## src/include/pwm_pkg.sv

```systemverilog
// Notes on behaviour
// - Resolution bits are log2 of 4*(period+1)
// - Oversized pulse width leaves pins unchanged
// - Prescaler divides by one, four, sixteen
// - Sleep freezes timer and state, and pins only when all four are PWM owned
// - Output frequency scales with system clock
// - Reset makes pins inputs, clears registers
// - Mode field picks single, half, forward, reverse
// - Half uses two outputs, full bridges four
// - Single mode output needs its steering enable, except A when no other pin is steered
// - Pin polarity selectable through polarity bits
// - Enhanced modes only on first channel
// - Output waits for next full period
// - Zero channel control releases every pin
// - Unused pins stay with port function
// - Period wrap clears timer, sets output unless duty is zero or oversized, loads duty
// - Half bridge: modulated then complement
// - Forward: A active, D modulated, B C inactive
// - Reverse: C active, B modulated, A D inactive
package pwm_pkg;
  localparam int CLK_PERIOD_NS = 100;
  localparam logic [1:0] PWM_SELECT = 2'h3;
  localparam logic [1:0] MODE_SINGLE = 2'h0;
  localparam logic [1:0] MODE_FORWARD = 2'h1;
  localparam logic [1:0] MODE_HALF = 2'h2;
  localparam logic [1:0] MODE_REVERSE = 2'h3;
  localparam logic [1:0] PRESCALE_DIV1 = 2'h0;
  localparam logic [1:0] PRESCALE_DIV4 = 2'h1;
  localparam logic [3:0] PRESC_LIMIT_1 = 4'h0;
  localparam logic [3:0] PRESC_LIMIT_4 = 4'h3;
  localparam logic [3:0] PRESC_LIMIT_16 = 4'hf;
  localparam logic [1:0] FINE_LAST = 2'h3;
  localparam logic [7:0] CONTROL_RESET = 8'h00;
  localparam logic [3:0] DIRECTION_RESET = 4'hf;
  localparam logic [3:0] STEER_FIRST_ONLY = 4'h1;
  localparam logic [3:0] HALF_PINS = 4'h3;
  localparam logic [3:0] ALL_PINS = 4'hf;
  localparam int MODE_POS = 6;
  localparam int DUTY_LOW_POS = 4;
  localparam int SELECT_POS = 2;
  typedef enum logic [2:0] {
    ST_OFF = 3'h1,
    ST_ARMED = 3'h2,
    ST_RUN = 3'h4
  } run_state_t;
endpackage : pwm_pkg

```

## src/include/pwm_timer_if.sv

```systemverilog
`timescale 1ns/1ps
interface pwm_timer_if;
  logic run_en;
  logic [1:0] prescale_select;
  logic [7:0] period_limit;
  logic match_clear;
  logic [9:0] count;
  logic period_start;
  logic match_flag;
  modport timer (input run_en, prescale_select, period_limit, match_clear,
    output count, period_start, match_flag);
  modport stage (output run_en, prescale_select, period_limit, match_clear,
    input count, period_start, match_flag);
endinterface : pwm_timer_if

```

## src/verilog/enhanced_pwm_output_stage.sv

```systemverilog
`timescale 1ns/1ps
module enhanced_pwm_output_stage #(
  parameter bit ENHANCED = 1'b1
) (
  input wire logic i_clk,
  input wire logic i_resetn,
  input wire logic [7:0] i_channel_control,
  input wire logic [7:0] i_duty_high_bits,
  input wire logic [7:0] i_period_limit,
  input wire logic [3:0] i_steer_enable,
  input wire logic [1:0] i_timer_prescale_select,
  input wire logic i_timer_run,
  input wire logic i_sleep,
  input wire logic i_match_flag_clear,
  input wire logic i_pin_direction_we,
  input wire logic [3:0] i_pin_direction,
  input wire logic [3:0] i_port_data,
  output logic [3:0] o_pin_out,
  output logic [3:0] o_pin_oe,
  output logic [3:0] o_pwm_owned,
  output logic o_timer_match_flag,
  output logic [7:0] o_base_timer_count,
  output logic [9:0] o_duty_active_shadow,
  output logic [3:0] o_resolution_bits
);
  pwm_timer_if tb ();

  pwm_time_base u_time_base (
    .i_clk(i_clk),
    .i_resetn(i_resetn),
    .tb(tb)
  );

  logic [7:0] channel_control;
  logic [7:0] duty_high_bits;
  logic [7:0] period_limit;
  logic [3:0] steer;
  logic [1:0] prescale_sel;
  logic timer_run;
  logic [3:0] pin_direction;
  logic [1:0] output_mode_select;
  logic [1:0] polarity_select;
  logic [1:0] mode_act;
  logic [1:0] pol_act;
  logic [3:0] steer_act;
  logic [9:0] next_duty;
  logic [9:0] duty_active;
  logic pwm_en;
  logic modulated;
  logic pulse;
  logic oversize;
  logic [3:0] used;
  logic [3:0] level;
  logic [3:0] next_pin_out;
  logic [3:0] res_bits;
  pwm_pkg::run_state_t state;

  assign pwm_en = channel_control[pwm_pkg::SELECT_POS +: 2] == pwm_pkg::PWM_SELECT;
  // Second channel flavour ignores the mode field and steering
  assign output_mode_select = ENHANCED ? channel_control[pwm_pkg::MODE_POS +: 2] : pwm_pkg::MODE_SINGLE;
  assign polarity_select = channel_control[1:0];
  assign next_duty = {duty_high_bits, channel_control[pwm_pkg::DUTY_LOW_POS +: 2]};
  assign oversize = next_duty > {period_limit, pwm_pkg::FINE_LAST};
  assign tb.run_en = timer_run && !i_sleep;
  assign tb.prescale_select = prescale_sel;
  assign tb.period_limit = period_limit;
  assign tb.match_clear = i_match_flag_clear;
  assign o_timer_match_flag = tb.match_flag;
  assign o_base_timer_count = tb.count[9:2];
  assign o_duty_active_shadow = duty_active;
  assign o_resolution_bits = res_bits;
  assign o_pin_oe = ~pin_direction;
  // Match ends the pulse at once, so width is duty counts, not one more
  assign pulse = modulated && tb.count != duty_active;

  // Channel registers captured from software each cycle
  always_ff @(posedge i_clk) begin
    if (!i_resetn) begin
      channel_control <= pwm_pkg::CONTROL_RESET;
      duty_high_bits <= 8'h00;
      period_limit <= 8'h00;
      steer <= 4'h0;
      prescale_sel <= 2'h0;
      timer_run <= 1'b0;
    end else begin
      channel_control <= i_channel_control;
      duty_high_bits <= i_duty_high_bits;
      period_limit <= i_period_limit;
      steer <= ENHANCED ? i_steer_enable : pwm_pkg::STEER_FIRST_ONLY;
      prescale_sel <= i_timer_prescale_select;
      timer_run <= i_timer_run;
    end
  end

  always_ff @(posedge i_clk) begin
    if (!i_resetn) begin
      pin_direction <= pwm_pkg::DIRECTION_RESET;
    end else if (i_pin_direction_we) begin
      pin_direction <= i_pin_direction;
    end
  end

  // Resolution is the top set bit of period+1, plus two
  always_ff @(posedge i_clk) begin
    if (!i_resetn) begin
      res_bits <= 4'h2;
    end else begin
      res_bits <= 4'h2;
      for (int b = 0; b < 9; b++) begin
        if ((({1'b0, period_limit} + 9'h001) >> b) != 9'h000) begin
          res_bits <= 4'(b + 2);
        end
      end
    end
  end

  // Armed until the first wrap so no partial waveform appears
  always_ff @(posedge i_clk) begin
    if (!i_resetn) begin
      state <= pwm_pkg::ST_OFF;
    end else if (!pwm_en) begin
      state <= pwm_pkg::ST_OFF;
    end else if (!i_sleep) begin
      case (state)
        pwm_pkg::ST_OFF: begin
          state <= pwm_pkg::ST_ARMED;
        end
        pwm_pkg::ST_ARMED: begin
          if (tb.period_start) begin
            state <= pwm_pkg::ST_RUN;
          end
        end
        default: begin
          state <= pwm_pkg::ST_RUN;
        end
      endcase
    end
  end

  // Shadows only move at a wrap, which keeps switching glitch free
  always_ff @(posedge i_clk) begin
    if (!i_resetn) begin
      duty_active <= 10'h000;
      mode_act <= pwm_pkg::MODE_SINGLE;
      pol_act <= 2'h0;
      steer_act <= 4'h0;
    end else if (tb.period_start && pwm_en) begin
      duty_active <= next_duty;
      mode_act <= output_mode_select;
      pol_act <= polarity_select;
      steer_act <= steer;
    end
  end

  always_ff @(posedge i_clk) begin
    if (!i_resetn) begin
      modulated <= 1'b0;
    end else if (!pwm_en) begin
      modulated <= 1'b0;
    end else if (tb.period_start) begin
      if (!oversize) begin
        modulated <= next_duty != 10'h000;
      end
    end else if (tb.run_en && tb.count == duty_active) begin
      modulated <= 1'b0;
    end
  end

  always_comb begin
    used = 4'h0;
    level = 4'h0;
    case (mode_act)
      pwm_pkg::MODE_HALF: begin
        used = pwm_pkg::HALF_PINS;
        level = {2'b00, ~pulse, pulse};
      end
      pwm_pkg::MODE_FORWARD: begin
        used = pwm_pkg::ALL_PINS;
        level = {pulse, 2'b00, 1'b1};
      end
      pwm_pkg::MODE_REVERSE: begin
        used = pwm_pkg::ALL_PINS;
        level = {1'b0, 1'b1, pulse, 1'b0};
      end
      default: begin
        used = (steer_act[3:1] == 3'h0) ? pwm_pkg::STEER_FIRST_ONLY : steer_act;
        level = {4{pulse}};
      end
    endcase
  end

  // Pins A and C share one polarity bit, B and D the other
  for (genvar p = 0; p < 4; p++) begin : g_pin
    logic own;
    assign own = pwm_en && used[p];
    assign o_pwm_owned[p] = own;
    always_comb begin
      if (!own) begin
        next_pin_out[p] = i_port_data[p];
      end else if (state != pwm_pkg::ST_RUN) begin
        next_pin_out[p] = pol_act[p % 2];
      end else begin
        next_pin_out[p] = level[p] ^ pol_act[p % 2];
      end
    end
  end

  always_ff @(posedge i_clk) begin
    if (!i_resetn) begin
      o_pin_out <= 4'h0;
    end else if (!i_sleep || o_pwm_owned != 4'hf) begin
      o_pin_out <= next_pin_out;
    end
  end

  reset_dir_a: assert property (@(posedge i_clk)
    !i_resetn |=> o_pin_oe == 4'h0 && o_pwm_owned == 4'h0) else $error("Pins not inputs after reset");
  duty_load_a: assert property (@(posedge i_clk) disable iff (!i_resetn)
    tb.period_start && pwm_en |=> duty_active == $past(next_duty)) else $error("Duty not loaded at wrap");
  wrap_set_a: assert property (@(posedge i_clk) disable iff (!i_resetn)
    tb.period_start && pwm_en && !oversize && next_duty != 10'h000 |=> modulated) else $error("Output not set");
  oversize_hold_a: assert property (@(posedge i_clk) disable iff (!i_resetn)
    tb.period_start && pwm_en && oversize |=> modulated == $past(modulated)) else $error("Oversize changed");
  release_a: assert property (@(posedge i_clk) disable iff (!i_resetn)
    channel_control == 8'h00 |-> o_pwm_owned == 4'h0) else $error("Pins kept after release");
  half_pins_a: assert property (@(posedge i_clk) disable iff (!i_resetn)
    pwm_en && mode_act == pwm_pkg::MODE_HALF |-> o_pwm_owned == 4'h3) else $error("Half bridge pins wrong");
  first_period_a: assert property (@(posedge i_clk) disable iff (!i_resetn)
    $rose(pwm_en) |=> state != pwm_pkg::ST_RUN) else $error("Output before full period");
  resolution_a: assert property (@(posedge i_clk) disable iff (!i_resetn)
    period_limit == 8'hff [*2] |=> res_bits == 4'ha) else $error("Resolution not ten bits");
  forward_a: assert property (@(posedge i_clk) disable iff (!i_resetn)
    pwm_en && state == pwm_pkg::ST_RUN && mode_act == pwm_pkg::MODE_FORWARD && !i_sleep
    |=> o_pin_out[0] == !$past(pol_act[0]) && o_pin_out[1] == $past(pol_act[1])) else $error("Forward levels wrong");
endmodule : enhanced_pwm_output_stage

```

## src/verilog/pwm_time_base.sv

```systemverilog
`timescale 1ns/1ps
module pwm_time_base (
  input wire logic i_clk,
  input wire logic i_resetn,
  pwm_timer_if.timer tb
);
  logic [3:0] presc;
  logic [3:0] presc_limit;
  logic [1:0] fine;
  logic [7:0] base_timer_count;
  logic tick;
  logic wrap;
  logic [4:0] gap;
  logic gap_ok;

  always_comb begin
    if (tb.prescale_select == pwm_pkg::PRESCALE_DIV1) begin
      presc_limit = pwm_pkg::PRESC_LIMIT_1;
    end else if (tb.prescale_select == pwm_pkg::PRESCALE_DIV4) begin
      presc_limit = pwm_pkg::PRESC_LIMIT_4;
    end else begin
      presc_limit = pwm_pkg::PRESC_LIMIT_16;
    end
  end

  // All timing counts system clocks, so frequency follows the clock
  assign tick = tb.run_en && (presc >= presc_limit);
  assign wrap = tick && fine == pwm_pkg::FINE_LAST && base_timer_count == tb.period_limit;
  assign tb.count = {base_timer_count, fine};
  assign tb.period_start = wrap;

  always_ff @(posedge i_clk) begin
    if (!i_resetn) begin
      presc <= 4'h0;
    end else if (tb.run_en) begin
      presc <= tick ? 4'h0 : presc + 4'h1;
    end
  end

  always_ff @(posedge i_clk) begin
    if (!i_resetn) begin
      fine <= 2'h0;
      base_timer_count <= 8'h00;
    end else if (wrap) begin
      fine <= 2'h0;
      base_timer_count <= 8'h00;
    end else if (tick) begin
      fine <= fine + 2'h1;
      if (fine == pwm_pkg::FINE_LAST) begin
        base_timer_count <= base_timer_count + 8'h01;
      end
    end
  end

  // Set wins over a clear in the same cycle
  always_ff @(posedge i_clk) begin
    if (!i_resetn) begin
      tb.match_flag <= 1'b0;
    end else if (wrap) begin
      tb.match_flag <= 1'b1;
    end else if (tb.match_clear) begin
      tb.match_flag <= 1'b0;
    end
  end

  // Own count of running cycles between ticks, independent of the prescaler
  always_ff @(posedge i_clk) begin
    if (!i_resetn) begin
      gap <= 5'h00;
      gap_ok <= 1'b0;
    end else if (tick) begin
      gap <= 5'h00;
      gap_ok <= tb.prescale_select[1];
    end else begin
      if (tb.run_en && gap != 5'h1f) begin
        gap <= gap + 5'h01;
      end
      if (!tb.prescale_select[1]) begin
        gap_ok <= 1'b0;
      end
    end
  end

  timer_wrap_a: assert property (@(posedge i_clk) disable iff (!i_resetn)
    wrap |=> tb.count == 10'h000 && tb.match_flag) else $error("Timer not cleared at wrap");
  sleep_freeze_a: assert property (@(posedge i_clk) disable iff (!i_resetn)
    !tb.run_en |=> $stable(tb.count)) else $error("Timer moved while stopped");
  div16_a: assert property (@(posedge i_clk) disable iff (!i_resetn)
    tick && gap_ok && tb.prescale_select[1] |-> gap == 5'h0f) else $error("Divide by 16 broken");
endmodule : pwm_time_base
```

## config.mk

```make
export PLATFORM = sky130hd
export DESIGN_NAME = enhanced_pwm_output_stage
export DESIGN_NICKNAME = d
export VERILOG_FILES = /design/src/include/pwm_pkg.sv /design/src/include/pwm_timer_if.sv /design/src/verilog/enhanced_pwm_output_stage.sv /design/src/verilog/pwm_time_base.sv
export SDC_FILE = /design/constraint.sdc
export NUM_CORES = 1
export LEC_CHECK = 0
export ABC_AREA = 1
export ABC_CLOCK_PERIOD_IN_PS = 2100
export BUFFER_PORTS_ARGS = -buffer_cell sky130_fd_sc_hd__buf_2
export CAP_MARGIN = 40
export CORE_ASPECT_RATIO = 0.9
export CORE_UTILIZATION = 55
export DETAILED_ROUTE_END_ITERATION = 16
export PLACE_DENSITY_LB_ADDON = 0.1
export SLEW_MARGIN = 30
export SYNTH_ARGS = -nofsm -noshare
export SYNTH_HDL_FRONTEND = slang
export SYNTH_SLANG_ARGS = --single-unit
```

## constraint.sdc

```tcl
create_clock -name i_clk -period 2.1 [get_ports i_clk]
set_input_delay 0.42 -clock i_clk [delete_from_list [all_inputs] [get_ports i_clk]]
set_output_delay 0.42 -clock i_clk [all_outputs]
set_load 0.01 [all_outputs]
```

==> out/results.ini, run 1 <==
[synthesis]
synth.most_common_cell=nand2_1
synth.largest_area_cell=dfxtp_1
syn_avg_cell_area_um2=7.44
synth_edf_count=0
async_flop_share=0
ys_ff_latch=80
syn_nets=587
synthDominantCellAreaShare=0.408
synthTopCellsByCount=nand2_1, inv_1, dfxtp_1
synthFlopType=dfxtp_1
netlist_top_cells_area=dfxtp_1, nand2_1, inv_1, a21oi_1, ha_1
synth_cells=527
yosys_warnings=0
synth_seq_area_share=0.408
yosysUniqueCellTypes=39
syn-cell-area_um2=3920

[pwr]
clkPwrFrac=0.347
switching_share=0.250
switching_power_mw=0.713
p_per_area_nw_per_um2=632
p_leak_nw=2.32
peakVddDrop_uv=414
pwr-share-comb=0.091
power.internal_mw=2.13
p_seq_frac=0.562

[critical_path]
crit_fanout=5
crit_required_ns=1.68
arrival_ns=1.57
reg2reg_setup_slack_ns=0.15
reg2regPathDepth=12
reg2reg_to=u_time_base.base_timer_count[6]$_SDFFE_PP0P_
end_kind=output pin
startpoint_type=flop
worstReg2RegStart=prescale_sel[1]$_SDFF_PN0_
crit_type=flop to output pin

[clocking]
cts_sinks=80
cts_tree=yes
htree_num_levels=3
cts.clk_slew.worst_paths_ns=0.08
clkLatencyLatePin_ns=0.34
cts_made_buffers=9
cts_hold_buf=0
ctsRootBufferMaster=clkbuf_8
cts.path.max_buffers=2

[hold_path]
min_path_type=input pin to flop
hold_end=duty_high_bits[7]$_SDFF_PN0_
worstHoldStart=i_duty_high_bits[7]
min_path_cells=3

[global_routing]
track_usage=0.232
grt_pass1_wl_mm=13.5
grt_remaining_overflow=0
grt_pass1_vias=2981
antenna_found_initial=0
grt_max_degree=52

[die]
core_area_um2=6730
start_util=0.583
die_width_um=91.0
die_y_um=82.1
rows=28
die-area_um2=7470
io_pins=79

[final_layout]
antenna_cells=0
syn2layout_area_growth_pct=14.9
stdcell_count=694
drive_gt1_frac=0.222
fin_nets=659

[route]
vias=3385
drt_iter0_markers=161
dr.pass1.iters=4
viasPerCell=4.88
wl_mm=8.19
wire_per_inst_um=11.8
final_antenna_net_count=0
drc=0

[place]
detailed_place_hpwl_mm=6.15
io_buffers=78
gp_congestion=0.872
dp_cells=677

[sta]
drv_slew=0
worstMarginPinSlew_ns=0.638
fmax_mhz=503
finalHoldViolCount=0
setup_viol=0
fin_skew_ns=0.00383
finalCritPeriodShare=0.947
slew_headroom=0.571
fin_crit_ns=1.99
rsz0062_at_grt=no
fin_setup_tns_ns=0

[run_status]
outcome=finished, final reports clean

[job]
maxCapViolCount=0

[power groups by stage]
| stage | combinational (mW) | clock [mW] | sequential [mW] |
|---|---|---|---|
| after global routing | 0.298 | 1.09 | 1.61 |
| after detailed placement | 0.258 | 0 | 1.64 |
| after floorplan | 0.163 | 0 | 1.63 |
| after global placement | 0.249 | 0 | 1.63 |
| after CTS | 0.260 | 1.02 | 1.60 |
| final | 0.259 | 0.989 | 1.60 |
[placed cells by master (no fill, tap or decap), types with 3 or more instances in the layout]
master,count
nand2_1,114
inv_1,85
dfxtp_1,80
buf_2,78
a21oi_1,52
nor2_1,31
nand3_1,24
o21ai_0,20
ha_1,16
xor2_1,13
o21ai_1,13
clkbuf_8,10
inv_2,9
nor3_1,6
nand4_1,5
buf_4,5
nand2_2,3
clkinv_2,3
a21oi_2,3
clkinvlp_4,3
[kinds of logic after synthesis]
family / after synthesis / synth area share
AND/OR/NAND/NOR: 201 / 0.234
buffers and inverters: 118 / 0.135
AO/OA/AOI/OAI: 99 / 0.142
flip-flops: 80 / 0.408
adder cells (fa/ha/maj): 16 / 0.0511
XOR/XNOR: 13 / 0.0290
[sequential cells by signal, summed over array words and instances, names as in the netlist, 3 cells and up]
| register | cells |
|---|---|
| steer | 4 |
| u_time_base.base_timer_count | 8 |
| o_duty_active_shadow | 10 |
| o_pin_out | 4 |
| steer_act | 4 |
| u_time_base.presc | 4 |
| duty_high_bits | 8 |
| period_limit | 8 |
| channel_control | 8 |
| o_resolution_bits | 4 |
| state | 3 |
| pin_direction | 4 |
[stage by stage]
step / utilization / setup slack (ns) / power (mW) / area (µm²) / hold WS (ns)
detailed placement: 0.640 / 0.0642 / 1.89 / 4300 / 0.455
global placement: 0.640 / 0.174 / 1.88 / 4300 / 0.444
global route: 0.670 / 0.0139 / 2.99 / 4510 / 0.234
CTS: 0.665 / 0.00587 / 2.88 / 4480 / 0.230
floorplan: - / 0.318 / 1.79 / 3920 / 0.439
finish: 0.670 / 0.111 / 2.85 / 4510 / 0.248
[critical path, stage by stage (launching register included)]
cell and delay, ns:
dfxtp_1 0.31, nand2_2 0.15, clkinv_2 0.16, o21ai_0 0.14
o21bai_2 0.22, inv_1 0.09, buf_2 0.15
[cell type report]
cell class,count,area (µm²)
Clock inverter,5,32.5
Tap cell,90,113
Sequential cell,80,1600
Timing Repair Buffer,84,448
Inverter,95,358
Clock buffer,11,141
Multi-Input combinational cell,329,1810
Fill cell,619,2220
[metal layers]
layer | track usage | wire (µm)
met1 | 0.302 | 4060
met2 | 0.382 | 3440
met3 | 0.0641 | 562
met4 | 0.0714 | 122
met5 | 0 | 0
[what timing repair did]
item	4_1_cts	5_1_grt
endpoints found under the setup margin	0	21
buffers inserted	0	1
gates resized for setup	0	4
[how the worst max path moves through the flow]
stage / startpoint / end / cells after the start
CTS: mode_act[0]$_SDFFE_PN0P_ / o_pwm_owned[3] / 5
global placement: prescale_sel[1]$_SDFF_PN0_ / o_duty_active_shadow[0]$_SDFFE_PN0P_ / 11
floorplan: prescale_sel[1]$_SDFF_PN0_ / pol_act[0]$_SDFFE_PN0P_ / 12
global route: channel_control[2]$_SDFF_PN0_ / o_pwm_owned[3] / 6
finish: channel_control[2]$_SDFF_PN0_ / o_pwm_owned[3] / 6
detailed placement: prescale_sel[1]$_SDFF_PN0_ / o_duty_active_shadow[1]$_SDFFE_PN0P_ / 11
Power figures use the tool's default switching activity.
==> run 2: changes to the inputs <==
- CORE_ASPECT_RATIO: 0.9 -> 0.7
==> run 2 against run 1 <==
Critical path depth grew 6; non-clock buffer count grew 3; sequential share of layout area shrank 0.60 points; wire length grew 7.8%; maximum frequency shrank 0.32%; first-iteration DRC count grew 47%; total power grew 4.5%; cell count grew 1.0%; largest cell class unchanged.
==> out/results.ini, run 2 (synthesis results as in run 1) <==
[die]
io_pins=79
start_util=0.575
rows=25
core_area_um2=6820
die_width_um=103
die_y_um=72.6
die-area_um2=7480

[sta]
fin_setup_tns_ns=0
setup_slack_ns=0.104
finalCritPeriodShare=0.950
finalHoldViolCount=0
drv_slew=0
worstMarginPinSlew_ns=0.460
fin_crit_ns=2.00
fin_skew_ns=0.00602
setup_viol=0
hold_ws_ns=0.234
slew_headroom=0.690
fmax_mhz=501

[pwr]
p_leak_nw=2.37
clkPwrFrac=0.373
switching_share=0.252
pwr-share-comb=0.089
p_seq_frac=0.538
switching_power_mw=0.752
finalPower_mw=2.98
power.internal_mw=2.23
peakVddDrop_uv=404
p_per_area_nw_per_um2=650

[hold_path]
min_path_type=input pin to flop
min_path_cells=3

[final_layout]
stdcell_count=701
fillerInstances=613
final_cell_mix=nand2_1, inv_1, dfxtp_1
drive_gt1_frac=0.241
syn2layout_area_growth_pct=16.9
mostFrequentLayoutCell=nand2_1
antenna_cells=0
fin_nets=663
seqCellArea_um2=1600
largest_reg_flops=10
multiInputGateArea_um2=1840
stdcell_area_um2=4580
fin_util=0.672

[run_status]
outcome=finished, final reports clean

[critical_path]
crit_fanout=17
startpoint_type=flop
crit_required_ns=2.35
end_kind=flop
reg2reg_setup_slack_ns=0.10
arrival_ns=2.25
crit_type=flop to flop
reg2regPathDepth=12

[route]
wire_per_inst_um=12.6
viasPerCell=4.98
drt_iter0_markers=237
final_antenna_net_count=0
dr.pass1.iters=5
vias=3494
drc=0
wl_mm=8.82

[clocking]
cts.clk_slew.worst_paths_ns=0.08
clkLatencyLatePin_ns=0.36
cts.path.max_buffers=2
ctsRootBufferMaster=clkbuf_8
cts_made_buffers=9
htree_num_levels=3
cts_tree=yes
cts_hold_buf=0
cts_sinks=80

[place]
gp_congestion=0.901
io_buffers=78
place_area_um2=4290
dp_cells=681
detailed_place_hpwl_mm=6.75
pre_cts_ws_ns=-0.0328

[global_routing]
grt_pass1_wl_mm=13.7
grt_remaining_overflow=0
track_usage=0.248
antenna_found_initial=0
grt_pass1_vias=2849
grt_max_degree=39

[job]
maxCapViolCount=0

[run 2: changes by cell type in the layout (fill, tap and decap cells not counted), moves of 2 or more]
| cell | delta |
|---|---|
| o21ai_2 | +6 |
| clkinvlp_4 | -2 |
| clkinv_2 | -2 |
| o21ai_0 | -4 |
| clkinv_4 | +2 |
| o21ai_1 | -2 |
| buf_4 | +3 |
[run 2: worst paths after layout]
| kind | startpoint | to |
|---|---|---|
| max reg2reg | prescale_sel[1]$_SDFF_PN0_ | o_duty_active_shadow[9]$_SDFFE_PN0P_ |
| max | prescale_sel[1]$_SDFF_PN0_ | o_duty_active_shadow[9]$_SDFFE_PN0P_ |
| min | i_period_limit[5] | period_limit[5]$_SDFF_PN0_ |
| min reg2reg | pin_direction[2]$_SDFFE_PN1P_ | pin_direction[2]$_SDFFE_PN1P_ |
[run 2: worst max-delay path: stages (launching register included)]
cell,delay (ns)
dfxtp_1,0.36
nor2_2,0.06
ha_1,0.30
inv_1,0.05
o21bai_1,0.11
nand3_1,0.09
nand3_2,0.12
nand3_4,0.14
nor2_4,0.20
buf_12,0.15
nand2_8,0.11
o21ai_2,0.15
a21oi_1,0.06
[run 2: area by class of cell]
| type | instances | share of cell area |
|---|---|---|
| clock buffers | 9 | 0.0270 |
| clock inverters | 6 | 0.0150 |
| inverters | 95 | 0.0784 |
| multi-input cells | 330 | 0.402 |
| flip-flops and latches | 80 | 0.349 |
| well taps | 94 | 0.0257 |
| repair buffers | 87 | 0.103 |
[run 2: per-layer routing]
layer,global-route usage,part of all wire,up-vias
met1,0.380,0.52,1529
met5,0,0,-
met3,0.0575,0.084,10
met4,0.0845,0.013,0
li1,-,-,1804
met2,0.336,0.38,151
[run 2: repair_timing]
item / in CTS / in global routing
gates resized for setup: 1 / 15
pin swaps: 0 / 3
cloned: 0 / 1
setup endpoints to repair: 9 / 32
setup buffers: 0 / 4
[run 2: power groups by stage]
stage | clock (mW) | combinational [mW] | sequential, mW
final | 1.11 | 0.265 | 1.60
after global routing | 1.19 | 0.302 | 1.61
after CTS | 1.13 | 0.261 | 1.60
after detailed placement | 0 | 0.259 | 1.64
after global placement | 0 | 0.248 | 1.64
after floorplan | 0 | 0.163 | 1.63
